## config.mk

```make
export PLATFORM = sky130hd
export DESIGN_NAME = dioic_top
export DESIGN_NICKNAME = d
export VERILOG_FILES = /design/src/dioic_pkg.sv /design/src/dioic_edge.sv /design/src/dioic_ctr.sv /design/src/dioic_top.sv
export SDC_FILE = /design/constraint.sdc
export NUM_CORES = 1
export LEC_CHECK = 0
export BUFFER_PORTS_ARGS = -buffer_cell sky130_fd_sc_hd__buf_2
export CORE_MARGIN = 3
export CORE_UTILIZATION = 40
export DETAILED_ROUTE_END_ITERATION = 10
export GPL_TIMING_DRIVEN = 0
export PLACE_DENSITY = 0.66
export SYNTH_ARGS = -nofsm -noshare
export SYNTH_HDL_FRONTEND = slang
export SYNTH_SLANG_ARGS = --single-unit
```

## constraint.sdc

```tcl
create_clock -name clk_i -period 2.5 [get_ports clk_i]
set_input_delay 0.5 -clock clk_i [delete_from_list [all_inputs] [get_ports clk_i]]
set_output_delay 0.5 -clock clk_i [all_outputs]
set_load 0.05 [all_outputs]
```

## src/dioic_pkg.sv

```systemverilog
// Constants, field positions and register map of the board interrupt controller
// Functional notes
// Two software-written control registers choose which sources may raise a host request.
// Each peripheral interface unit feeds two lines, port C bit 3 and bit 0.
// Only counters zero and one feed interrupts; counter two is absent and unreachable.
// A source reaches the host only with master enable and its own enable set.
// A request is caught on a low-to-high edge of the source, never its level.
// Port C bits 3 and 0 follow handshake logic, or external pins when inputs.
// One master enable decides whether any request reaches the host.
// Each unit splits its ports into group A and group B of twelve signals.
// One 8-bit control word per unit sets the mode of both port groups.
// Interval timer has 16-bit counters, each with one of six modes; only modes 0, 2 and 3 are built, the others count down as mode 0 with output held high.
// Each counter has its own data port; a shared control word sets access and mode.
// A cleared individual enable blocks its source whatever the master enable says.
// Software sets the counter enable before raising the master enable.
// A write to the clear location clears pending requests; data is ignored.
// Host request is the OR of latched enabled edges, master-gated, held until cleared; the code also gates each pending bit with the mask register.
package dioic_pkg;
	localparam int unsigned NUM_UNITS = 4;
	localparam int unsigned NUM_SRC   = 10;
	localparam int unsigned CTR_W     = 16;
	// ****************************************************************
	// Register indices; byte address is four times the index
	// ****************************************************************
	localparam logic [7:0] IDX_UNIT_CTL0 = 8'h03;
	localparam logic [7:0] IDX_UNIT_STEP = 8'h04;
	localparam logic [7:0] IDX_CTR0      = 8'h10;
	localparam logic [7:0] IDX_CTR1      = 8'h11;
	localparam logic [7:0] IDX_CTR2      = 8'h12;
	localparam logic [7:0] IDX_CTR_CFG   = 8'h13;
	localparam logic [7:0] IDX_IRQ_CTL1  = 8'h14;
	localparam logic [7:0] IDX_IRQ_CTL2  = 8'h15;
	localparam logic [7:0] IDX_IRQ_CLR   = 8'h16;
	localparam logic [7:0] IDX_IRQ_STAT  = 8'h18;
	localparam logic [7:0] IDX_IRQ_MASK  = 8'h19;
	// ****************************************************************
	// Field positions and codes
	// ****************************************************************
	localparam int unsigned BIT_CTR_SEL    = 0;
	localparam int unsigned BIT_CTR_EN     = 1;
	localparam int unsigned BIT_MASTER     = 2;
	localparam int unsigned BIT_MODE_SET   = 7;
	localparam int unsigned BIT_PCLO_IN    = 0;
	localparam int unsigned BIT_PCHI_IN    = 3;
	localparam logic [1:0]  CTR_SEL_C2     = 2'h2;
	localparam logic [1:0]  RW_LATCH       = 2'h0;
	localparam logic [1:0]  RW_LSB         = 2'h1;
	localparam logic [1:0]  RW_MSB         = 2'h2;
	localparam logic [1:0]  RW_BOTH        = 2'h3;
	localparam logic [2:0]  CMODE_TC       = 3'h0;
	localparam logic [2:0]  CMODE_RATE     = 3'h2;
	localparam logic [2:0]  CMODE_SQUARE   = 3'h3;
	localparam logic [1:0]  RESP_OKAY      = 2'h0;
	localparam logic [1:0]  RESP_DECERR    = 2'h3;
	// ****************************************************************
	// Reset values
	// ****************************************************************
	localparam logic [7:0]  RST_UNIT_CTL   = 8'h9b;
	localparam logic [7:0]  RST_IRQ_CTL1   = 8'h00;
	localparam logic [2:0]  RST_IRQ_CTL2   = 3'h0;
	localparam logic [9:0]  RST_IRQ_MASK   = 10'h3ff;
endpackage : dioic_pkg

```

## src/dioic_edge.sv

```systemverilog
// Rising edge detector for the interrupt source lines
`timescale 1ns/1ps
`default_nettype none
module dioic_edge import dioic_pkg::*; #(
	parameter int unsigned W = 10
) (
	input  wire logic         clk_i,
	input  wire logic         rstn_i,
	input  wire logic [W-1:0] lvl_i,
	output logic      [W-1:0] rise_o
);
	typedef struct packed {
		logic [W-1:0] prev;
	} dioic_edge_t;
	dioic_edge_t q, d;
	always_comb begin
		d      = q;
		d.prev = lvl_i;
	end
	// Prev starts high so a line already high at reset raises nothing
	always_ff @(posedge clk_i) begin
		if (!rstn_i) begin
			q <= '{prev: '1};
		end else begin
			q <= d;
		end
	end
	assign rise_o = lvl_i & ~q.prev;
endmodule : dioic_edge
`default_nettype wire

```

## src/dioic_ctr.sv

```systemverilog
// One interval-timer counter with byte-wide data port
`timescale 1ns/1ps
`default_nettype none
module dioic_ctr import dioic_pkg::*; (
	input  wire logic       clk_i,
	input  wire logic       rstn_i,
	input  wire logic       ctl_we_i,
	input  wire logic [5:0] ctl_i,
	input  wire logic       dat_we_i,
	input  wire logic       dat_re_i,
	input  wire logic [7:0] dat_i,
	output logic      [7:0] dat_o,
	output logic            out_o
);
	typedef struct packed {
		logic [CTR_W-1:0] cnt;
		logic [CTR_W-1:0] rld;
		logic [CTR_W-1:0] lat;
		logic             lat_v;
		logic [2:0]       mode;
		logic [1:0]       rw;
		logic             whi;
		logic             rhi;
		logic             run;
		logic             out;
	} dioic_ctr_t;
	dioic_ctr_t q, d;
	logic [CTR_W-1:0] rd_src;
	assign rd_src = q.lat_v ? q.lat : q.cnt;
	assign dat_o  = (q.rw == RW_MSB || (q.rw == RW_BOTH && q.rhi)) ? rd_src[15:8] : rd_src[7:0];
	assign out_o  = q.out;
	// Binary counting only; decade mode bit is accepted and ignored
	always_comb begin
		logic load;
		load = 1'b0;
		d    = q;
		if (ctl_we_i) begin
			if (ctl_i[5:4] == RW_LATCH) begin
				d.lat   = q.cnt;
				d.lat_v = 1'b1;
			end else begin
				d.rw   = ctl_i[5:4];
				d.mode = ctl_i[3:1];
				d.run  = 1'b0;
				d.whi  = 1'b0;
				d.rhi  = 1'b0;
				d.out  = (ctl_i[3:1] != CMODE_TC);
			end
		end else if (dat_we_i) begin
			unique case (q.rw)
				RW_LSB: begin
					d.rld = {8'h00, dat_i};
					load  = 1'b1;
				end
				RW_MSB: begin
					d.rld = {dat_i, 8'h00};
					load  = 1'b1;
				end
				default: begin
					if (!q.whi) begin
						d.rld[7:0] = dat_i;
						d.whi      = 1'b1;
					end else begin
						d.rld[15:8] = dat_i;
						d.whi       = 1'b0;
						load        = 1'b1;
					end
				end
			endcase
		end else if (q.run) begin
			if (q.mode == CMODE_RATE) begin
				d.cnt = (q.cnt <= 16'h0001) ? q.rld : q.cnt - 16'h0001;
				d.out = (q.cnt != 16'h0002);
			end else if (q.mode == CMODE_SQUARE) begin
				d.cnt = (q.cnt <= 16'h0001) ? {1'b0, q.rld[15:1]} : q.cnt - 16'h0001;
				d.out = (q.cnt <= 16'h0001) ? ~q.out : q.out;
			end else begin
				d.cnt = (q.cnt != '0) ? q.cnt - 16'h0001 : q.cnt;
				d.out = q.out | (q.cnt == 16'h0001);
			end
		end
		if (load) begin
			d.cnt = d.rld;
			d.run = 1'b1;
			d.out = (q.mode != CMODE_TC);
		end
		if (dat_re_i) begin
			if (q.rw == RW_BOTH) begin
				d.rhi = ~q.rhi;
			end
			if (q.rw != RW_BOTH || q.rhi) begin
				d.lat_v = 1'b0;
			end
		end
	end
	always_ff @(posedge clk_i) begin
		if (!rstn_i) begin
			q <= '0;
		end else begin
			q <= d;
		end
	end
endmodule : dioic_ctr
`default_nettype wire

```

## src/dioic_top.sv

```systemverilog
// Board interrupt controller with AXI4-Lite register slave
`timescale 1ns/1ps
`default_nettype none
module dioic_top import dioic_pkg::*; #(
	parameter int unsigned AW = 8
) (
	input  wire logic                    clk_i,
	input  wire logic                    rstn_i,
	input  wire logic [AW-1:0]           s_axi_awaddr_i,
	input  wire logic                    s_axi_awvalid_i,
	output logic                         s_axi_awready_o,
	input  wire logic [31:0]             s_axi_wdata_i,
	input  wire logic [3:0]              s_axi_wstrb_i,
	input  wire logic                    s_axi_wvalid_i,
	output logic                         s_axi_wready_o,
	output logic      [1:0]              s_axi_bresp_o,
	output logic                         s_axi_bvalid_o,
	input  wire logic                    s_axi_bready_i,
	input  wire logic [AW-1:0]           s_axi_araddr_i,
	input  wire logic                    s_axi_arvalid_i,
	output logic                         s_axi_arready_o,
	output logic      [31:0]             s_axi_rdata_o,
	output logic      [1:0]              s_axi_rresp_o,
	output logic                         s_axi_rvalid_o,
	input  wire logic                    s_axi_rready_i,
	input  wire logic [NUM_UNITS-1:0]    porta_handshake_irq_i,
	input  wire logic [NUM_UNITS-1:0]    portb_handshake_irq_i,
	input  wire logic [NUM_UNITS-1:0]    portc_line_three_irq_i,
	input  wire logic [NUM_UNITS-1:0]    portc_line_zero_irq_i,
	output logic      [NUM_UNITS*8-1:0]  unit_ctl_o,
	output logic      [NUM_UNITS*8-1:0]  portc_latch_o,
	output logic      [1:0]              ctr_out_o,
	output logic                         irq_o
);
	// ****************************************************************
	// State
	// ****************************************************************
	typedef struct packed {
		logic                      aw_v;
		logic [7:0]                aw_a;
		logic                      w_v;
		logic [7:0]                w_d;
		logic                      w_s;
		logic                      b_v;
		logic [1:0]                b_r;
		logic                      r_v;
		logic [1:0]                r_r;
		logic [7:0]                r_d;
		logic [7:0]                en1;
		logic [2:0]                en2;
		logic [NUM_SRC-1:0]        mask;
		logic [NUM_SRC-1:0]        stat;
		logic [NUM_UNITS-1:0][7:0] ctl;
		logic [NUM_UNITS-1:0][7:0] pc;
	} dioic_top_t;
	dioic_top_t q, d;

	logic [NUM_SRC-1:0] src;
	logic [NUM_SRC-1:0] rise;
	logic [NUM_SRC-1:0] en;
	logic [7:0]         ar_a;
	logic [7:0]         ctr_dat [2];
	logic [1:0]         ctr_ctl_we;
	logic [1:0]         ctr_dat_we;
	logic [1:0]         ctr_dat_re;
	logic               wr_go;
	logic               rd_go;
	logic               master;

	// ****************************************************************
	// Source selection and enables
	// ****************************************************************
	// Pin is only trusted while the lower nibble of port C is an input
	always_comb begin
		for (int u = 0; u < NUM_UNITS; u++) begin
			src[2*u]   = q.ctl[u][BIT_PCLO_IN] ? portc_line_three_irq_i[u]
				: porta_handshake_irq_i[u];
			src[2*u+1] = q.ctl[u][BIT_PCLO_IN] ? portc_line_zero_irq_i[u]
				: portb_handshake_irq_i[u];
		end
		src[8] = ctr_out_o[0];
		src[9] = ctr_out_o[1];
	end

	assign master = q.en2[BIT_MASTER];
	assign en     = {q.en2[BIT_CTR_EN] & q.en2[BIT_CTR_SEL],
		q.en2[BIT_CTR_EN] & ~q.en2[BIT_CTR_SEL], q.en1};
	// Counter enable gates a live source; master gates only the request, so edges latched while it is low still raise it
	assign irq_o  = master & |(q.stat & q.mask & en);

	dioic_edge #(
		.W(NUM_SRC)
	) u_edge (
		.clk_i (clk_i),
		.rstn_i(rstn_i),
		.lvl_i (src),
		.rise_o(rise)
	);

	// ****************************************************************
	// Counters; the third is not built
	// ****************************************************************
	assign ar_a   = {s_axi_araddr_i[7:2], 2'b00};
	assign wr_go  = q.aw_v & q.w_v & ~q.b_v;
	assign rd_go  = s_axi_arvalid_i & ~q.r_v;
	for (genvar c = 0; c < 2; c++) begin : g_ctr
		localparam logic [7:0] ADR = 8'((IDX_CTR0 + 8'(c)) * 4);
		assign ctr_ctl_we[c] = wr_go & q.w_s & (q.aw_a == 8'(IDX_CTR_CFG * 4))
			& (q.w_d[7:6] == 2'(c));
		assign ctr_dat_we[c] = wr_go & q.w_s & (q.aw_a == ADR);
		assign ctr_dat_re[c] = rd_go & (ar_a == ADR);
		dioic_ctr u_ctr (
			.clk_i   (clk_i),
			.rstn_i  (rstn_i),
			.ctl_we_i(ctr_ctl_we[c]),
			.ctl_i   (q.w_d[5:0]),
			.dat_we_i(ctr_dat_we[c]),
			.dat_re_i(ctr_dat_re[c]),
			.dat_i   (q.w_d),
			.dat_o   (ctr_dat[c]),
			.out_o   (ctr_out_o[c])
		);
	end

	// ****************************************************************
	// Register slave and interrupt status
	// ****************************************************************
	always_comb begin
		logic [NUM_SRC-1:0] clr;
		logic               hit;
		clr = '0;
		hit = 1'b0;
		d   = q;
		if (s_axi_awvalid_i && !q.aw_v && !q.b_v) begin
			d.aw_v = 1'b1;
			d.aw_a = {s_axi_awaddr_i[7:2], 2'b00};
		end
		if (s_axi_wvalid_i && !q.w_v && !q.b_v) begin
			d.w_v = 1'b1;
			d.w_d = s_axi_wdata_i[7:0];
			d.w_s = s_axi_wstrb_i[0];
		end
		if (q.b_v && s_axi_bready_i) begin
			d.b_v = 1'b0;
		end
		if (wr_go) begin
			d.aw_v = 1'b0;
			d.w_v  = 1'b0;
			d.b_v  = 1'b1;
			d.b_r  = RESP_OKAY;
			for (int u = 0; u < NUM_UNITS; u++) begin
				if (q.aw_a == 8'((IDX_UNIT_CTL0 + 8'(u) * IDX_UNIT_STEP) * 4)) begin
					hit = 1'b1;
					if (q.w_s && q.w_d[BIT_MODE_SET]) begin
						d.ctl[u] = q.w_d;
					end else if (q.w_s) begin
						d.pc[u][q.w_d[3:1]] = q.w_d[0];
					end
				end
			end
			if (q.aw_a == 8'(IDX_IRQ_CTL1 * 4)) begin
				hit = 1'b1;
				if (q.w_s) begin
					d.en1 = q.w_d;
				end
			end else if (q.aw_a == 8'(IDX_IRQ_CTL2 * 4)) begin
				hit = 1'b1;
				if (q.w_s) begin
					d.en2 = q.w_d[2:0];
				end
			end else if (q.aw_a == 8'(IDX_IRQ_CLR * 4)) begin
				hit = 1'b1;
				clr = '1;
			end else if (q.aw_a == 8'(IDX_IRQ_MASK * 4)) begin
				hit = 1'b1;
				if (q.w_s) begin
					d.mask = {2'b00, q.w_d} | (q.mask & 10'h300);
				end
			end else if (q.aw_a == 8'(IDX_CTR_CFG * 4)) begin
				hit = (q.w_d[7:6] != CTR_SEL_C2) && (q.w_d[7:6] != 2'h3);
			end else if (q.aw_a == 8'(IDX_CTR0 * 4) || q.aw_a == 8'(IDX_CTR1 * 4)) begin
				hit = 1'b1;
			end
			if (!hit) begin
				d.b_r = RESP_DECERR;
			end
		end
		if (q.r_v && s_axi_rready_i) begin
			d.r_v = 1'b0;
		end
		if (rd_go) begin
			d.r_v = 1'b1;
			d.r_r = RESP_OKAY;
			d.r_d = 8'h00;
			if (ar_a == 8'(IDX_IRQ_STAT * 4)) begin
				d.r_d = q.stat[7:0];
				clr   = '1;
			end else if (ar_a == 8'(IDX_IRQ_MASK * 4)) begin
				d.r_d = q.mask[7:0];
			end else if (ar_a == 8'(IDX_CTR0 * 4)) begin
				d.r_d = ctr_dat[0];
			end else if (ar_a == 8'(IDX_CTR1 * 4)) begin
				d.r_d = ctr_dat[1];
			end else if (ar_a != 8'(IDX_IRQ_CTL1 * 4) && ar_a != 8'(IDX_IRQ_CTL2 * 4)
				&& ar_a != 8'(IDX_IRQ_CLR * 4)) begin
				d.r_r = RESP_DECERR;
			end
		end
		// Set beats clear so an edge in the clearing cycle survives
		d.stat = (q.stat & ~clr) | (rise & en);
	end

	always_ff @(posedge clk_i) begin
		if (!rstn_i) begin
			q      <= '0;
			q.en1  <= RST_IRQ_CTL1;
			q.en2  <= RST_IRQ_CTL2;
			q.mask <= RST_IRQ_MASK;
			q.ctl  <= {NUM_UNITS{RST_UNIT_CTL}};
		end else begin
			q <= d;
		end
	end

	// ****************************************************************
	// Outputs
	// ****************************************************************
	assign s_axi_awready_o = ~q.aw_v & ~q.b_v;
	assign s_axi_wready_o  = ~q.w_v & ~q.b_v;
	assign s_axi_bvalid_o  = q.b_v;
	assign s_axi_bresp_o   = q.b_r;
	assign s_axi_arready_o = ~q.r_v;
	assign s_axi_rvalid_o  = q.r_v;
	assign s_axi_rresp_o   = q.r_r;
	assign s_axi_rdata_o   = {24'h000000, q.r_d};
	assign unit_ctl_o      = q.ctl;
	assign portc_latch_o   = q.pc;
endmodule : dioic_top
`default_nettype wire

```

==> flow_summary.toml <==
[grt]
antenna_found_initial = 2
grt_max_degree = 16
grt_pass1_wl_mm = 67.6
grt_pass1_vias = 11941
grt.total_usage_pct = 24.0
grt_overflow = 0

[place]
hpwl_mm = 31.2
port_buffers = 127
placed_cells = 2162
gp_congestion = 0.936

[floorplanning]
initial_utilization_pct = 40.9
die_x_um = 186
die_h_um = 186
dieArea_um2 = 34700
num_io_pins = 183
core_um2 = 31800
rows = 65

[pwr]
vdd_drop_max_mv = 0.388
leakage_nw = 6.79
power_mw = 9.08
power_switching_mw = 2.27
seqPwrFrac_pct = 44.3
p_clk_share_pct = 49.0
p_sw_share_pct = 25.0
p_comb_share_pct = 6.7
p_int_mw = 6.81
power_density_nw_per_um2 = 565

[sta]
clock.fmax_mhz = 398
relSlewSlack_pct = 27.2
worstMarginPinSlew_ps = 1090
setup_violations = 1
maxSlewViolCount = 0
finalClockSkew_ps = 27.3
hold_viol_final = 0
fin_ws_ps = -11.5
fin_crit_sh_pct = 100
finalSetupTns_ps = -11.5
rsz0062_at_grt = "true"
layout_min_cycle_time_ps = 2510

[synth]
synth.distinct_cells = 75
yosys.area.top_type = "dfxtp_1"
netlist_instances = 1576
synthArstFlopShare_pct = 0
synth_edf_count = 0
ys_warn_count = 0
ys_dominant_reg_cell = "dfxtp_1"
synth_top_area_share_pct = 38.1
ys_seq_area_share_pct = 38.1
avgSynthCellArea_um2 = 8.26
ys_top_cells_by_area = "dfxtp_1 38%, mux2i_1 8.1%, nand2_1 6.7%"
syn_area_um2 = 13000
ys_ff_latch = 248

[finish]
layout.nets = 1874
drive_gt1_share_pct = 26.1
syn2layout_area_growth_pct = 23.4
layout_commonest_cell = "nand2_1"
mostFrequentLayoutCells = "233 x nand2_1, 226 x dfxtp_1, 150 x buf_4, 138 x nor2_1, 130 x buf_2"
diodes = 0
final_cells = 2242

[setup_path]
path_max_fanout = 4
crit_type = "register to register"
start_kind = "register"
r2r-end = "g_ctr[0].u_ctr.out_o"
ff2ff_path_depth = 8
r2r_slack_ps = -10
critPathCaptureType = "register"
r2r_start = "g_ctr[0].u_ctr.q[53]"
critPathArrivalTime_ps = 2960
required_ps = 2950

[clock_tree]
cts_tree = "done"
clock-sinks = 248
cts_buffers = 29
clockRootBuffer = "clkbuf_16"
cts.path.max_buffers = 3
clk_latency_ps = 570
cts.reportedPaths.clkPinSlew_ps = 70
htree_levels = 1

[status]
outcome = "complete, but fails checks"
violations = "negative setup slack"

[hold_path]
min_path_cells = 2
holdPathEnd = "s_axi_rvalid_o"
min_from = "s_axi_rready_i"
min_path_type = "primary input to register"

[detailed_routing]
met2_length_mm = 19.3
top_layer_used = "met5"
drt_pass1_iterations = 6
viasPerCell = 5.58
routedWlPerCell_um = 19.6
drtIter0Drc = 1099
wirelength_mm = 43.9
vias = 12512
remaining_drc_errors = 0
postRouteAntennaNets = 0
wl_met3_mm = 3.75
met1_length_mm = 19.3

[run]
cap_viol_max_count = 0
-- power by group through the flow --
| stage | registers [mW] | logic, mW | clock network, mW |
|---|---|---|---|
| floorplan | 4.10 | 0.381 | 0 |
| global placement | 4.10 | 0.592 | 0 |
| detailed placement | 4.10 | 0.597 | 0 |
| CTS | 4.01 | 0.607 | 4.49 |
| global route | 4.02 | 0.649 | 4.68 |
| finish | 4.02 | 0.611 | 4.45 |
-- sequential cells by signal, indices dropped and copies added (netlist names) --
signal and count:
unit_ctl_o 32, portc_latch_o 32, s_axi_rresp_o 1, s_axi_rvalid_o 1
q 37, s_axi_bvalid_o 1, en 8, master 1
s_axi_bresp_o 1, s_axi_rdata_o 8, g_ctr.u_ctr.out_o 2, u_edge.q 10
g_ctr.u_ctr.q 114
-- logic make-up after synthesis --
family	count (synthesis)	synth area share [%]
buf+inv	229	9.78
simple gates	616	22.5
fa+ha+maj	14	1.35
flops	248	38.1
compound gates	316	15.1
other cells	1	0.0288
mux	130	11.7
xor+xnor	22	1.48
-- worst max-delay path, cell delays in order, from the launching register on --
cell      delay (ps)
dfxtp_4          340
or4_4            540
or4_4            450
buf_4            150
buf_4            140
o21ai_0          220
a31oi_1          160
o211ai_1         260
o41ai_2          130
-- area by class of cell --
class                   instances  area [um2]
clock buffers                  40         807
clock inverters                13         196
inverters                      19        71.3
multi-input cells            1122        7240
well taps                     435         544
repair buffers                174        1000
plain buffers                 191        1190
fillers                      3008       15700
flip-flops and latches        248        5010
-- synth_stat cells (3+ instances only) --
| cell type | instances |
|---|---|
| dfxtp_1 | 248 |
| nand2_1 | 233 |
| nor2_1 | 145 |
| a21oi_1 | 132 |
| mux2i_1 | 105 |
| buf_4 | 104 |
| clkbuf_1 | 93 |
| nand3_1 | 78 |
| o21ai_0 | 56 |
| and3_1 | 23 |
| a31oi_1 | 20 |
| inv_1 | 18 |
| nand2b_1 | 16 |
| mux4_2 | 15 |
| nor3b_1 | 15 |
| ha_1 | 14 |
| nor3_1 | 13 |
| o21a_1 | 12 |
| o22ai_1 | 12 |
| xnor2_1 | 12 |
| nand3b_1 | 11 |
| nand4_1 | 11 |
| o211ai_1 | 11 |
| and2_1 | 10 |
| nor4_1 | 10 |
| o2111ai_1 | 10 |
| xor2_1 | 10 |
| mux2_2 | 9 |
| nor2b_1 | 9 |
| or2_2 | 9 |
| a211oi_1 | 8 |
| o221a_2 | 8 |
| or4_1 | 7 |
| buf_2 | 6 |
| nor4_2 | 6 |
| buf_1 | 5 |
| o221ai_1 | 5 |
| o41ai_1 | 5 |
| or3_1 | 5 |
| a221o_1 | 4 |
| a2bb2oi_1 | 4 |
| o31ai_1 | 4 |
| a22oi_1 | 3 |
| a41oi_1 | 3 |
| nand4b_1 | 3 |
-- how the worst max path moves through the flow --
stage | startpoint | end | slack, ps | cells after the start
after floorplan | s_axi_bvalid_o | g_ctr[0].u_ctr.q[51] | 5 | 9
after global placement | g_ctr[0].u_ctr.q[4] | g_ctr[0].u_ctr.q[54] | -770 | 7
after detailed placement | g_ctr[1].u_ctr.q[46] | g_ctr[1].u_ctr.q[53] | -660 | 9
after CTS | g_ctr[0].u_ctr.q[53] | g_ctr[0].u_ctr.q[45] | -50 | 7
after global routing | g_ctr[0].u_ctr.q[50] | g_ctr[0].u_ctr.q[46] | -30 | 9
final | g_ctr[0].u_ctr.q[53] | g_ctr[0].u_ctr.out_o | -10 | 8
-- metal layers --
layer,vias to the layer above,global-route usage [%]
li1,5864,-
met1,5936,33.3
met2,608,37.4
met3,100,4.43
met4,4,8.99
met5,-,0
-- per-stage QoR --
| stage | util (%) | hold WS, ps | instance area (um2) | setup slack (ps) |
|---|---|---|---|---|
| final | 50.5 | 134 | 16100 | -11.5 |
| after global routing | 50.5 | 116 | 16100 | -30.1 |
| after CTS | 49.5 | 111 | 15700 | -47.6 |
| after detailed placement | 45.0 | 432 | 14300 | -660 |
| after global placement | 44.9 | 430 | 14300 | -766 |
| after floorplan | - | 416 | 13100 | 5.48 |
-- repair_timing --
| item | in CTS | in global routing |
|---|---|---|
| resized for setup | 75 | 65 |
| hold buffers | 0 | 0 |
| pin swaps | 15 | 18 |
| setup buffers | 23 | 23 |
| setup endpoints to repair | 167 | 105 |
No activity file was read; power rests on OpenSTA's default activity.
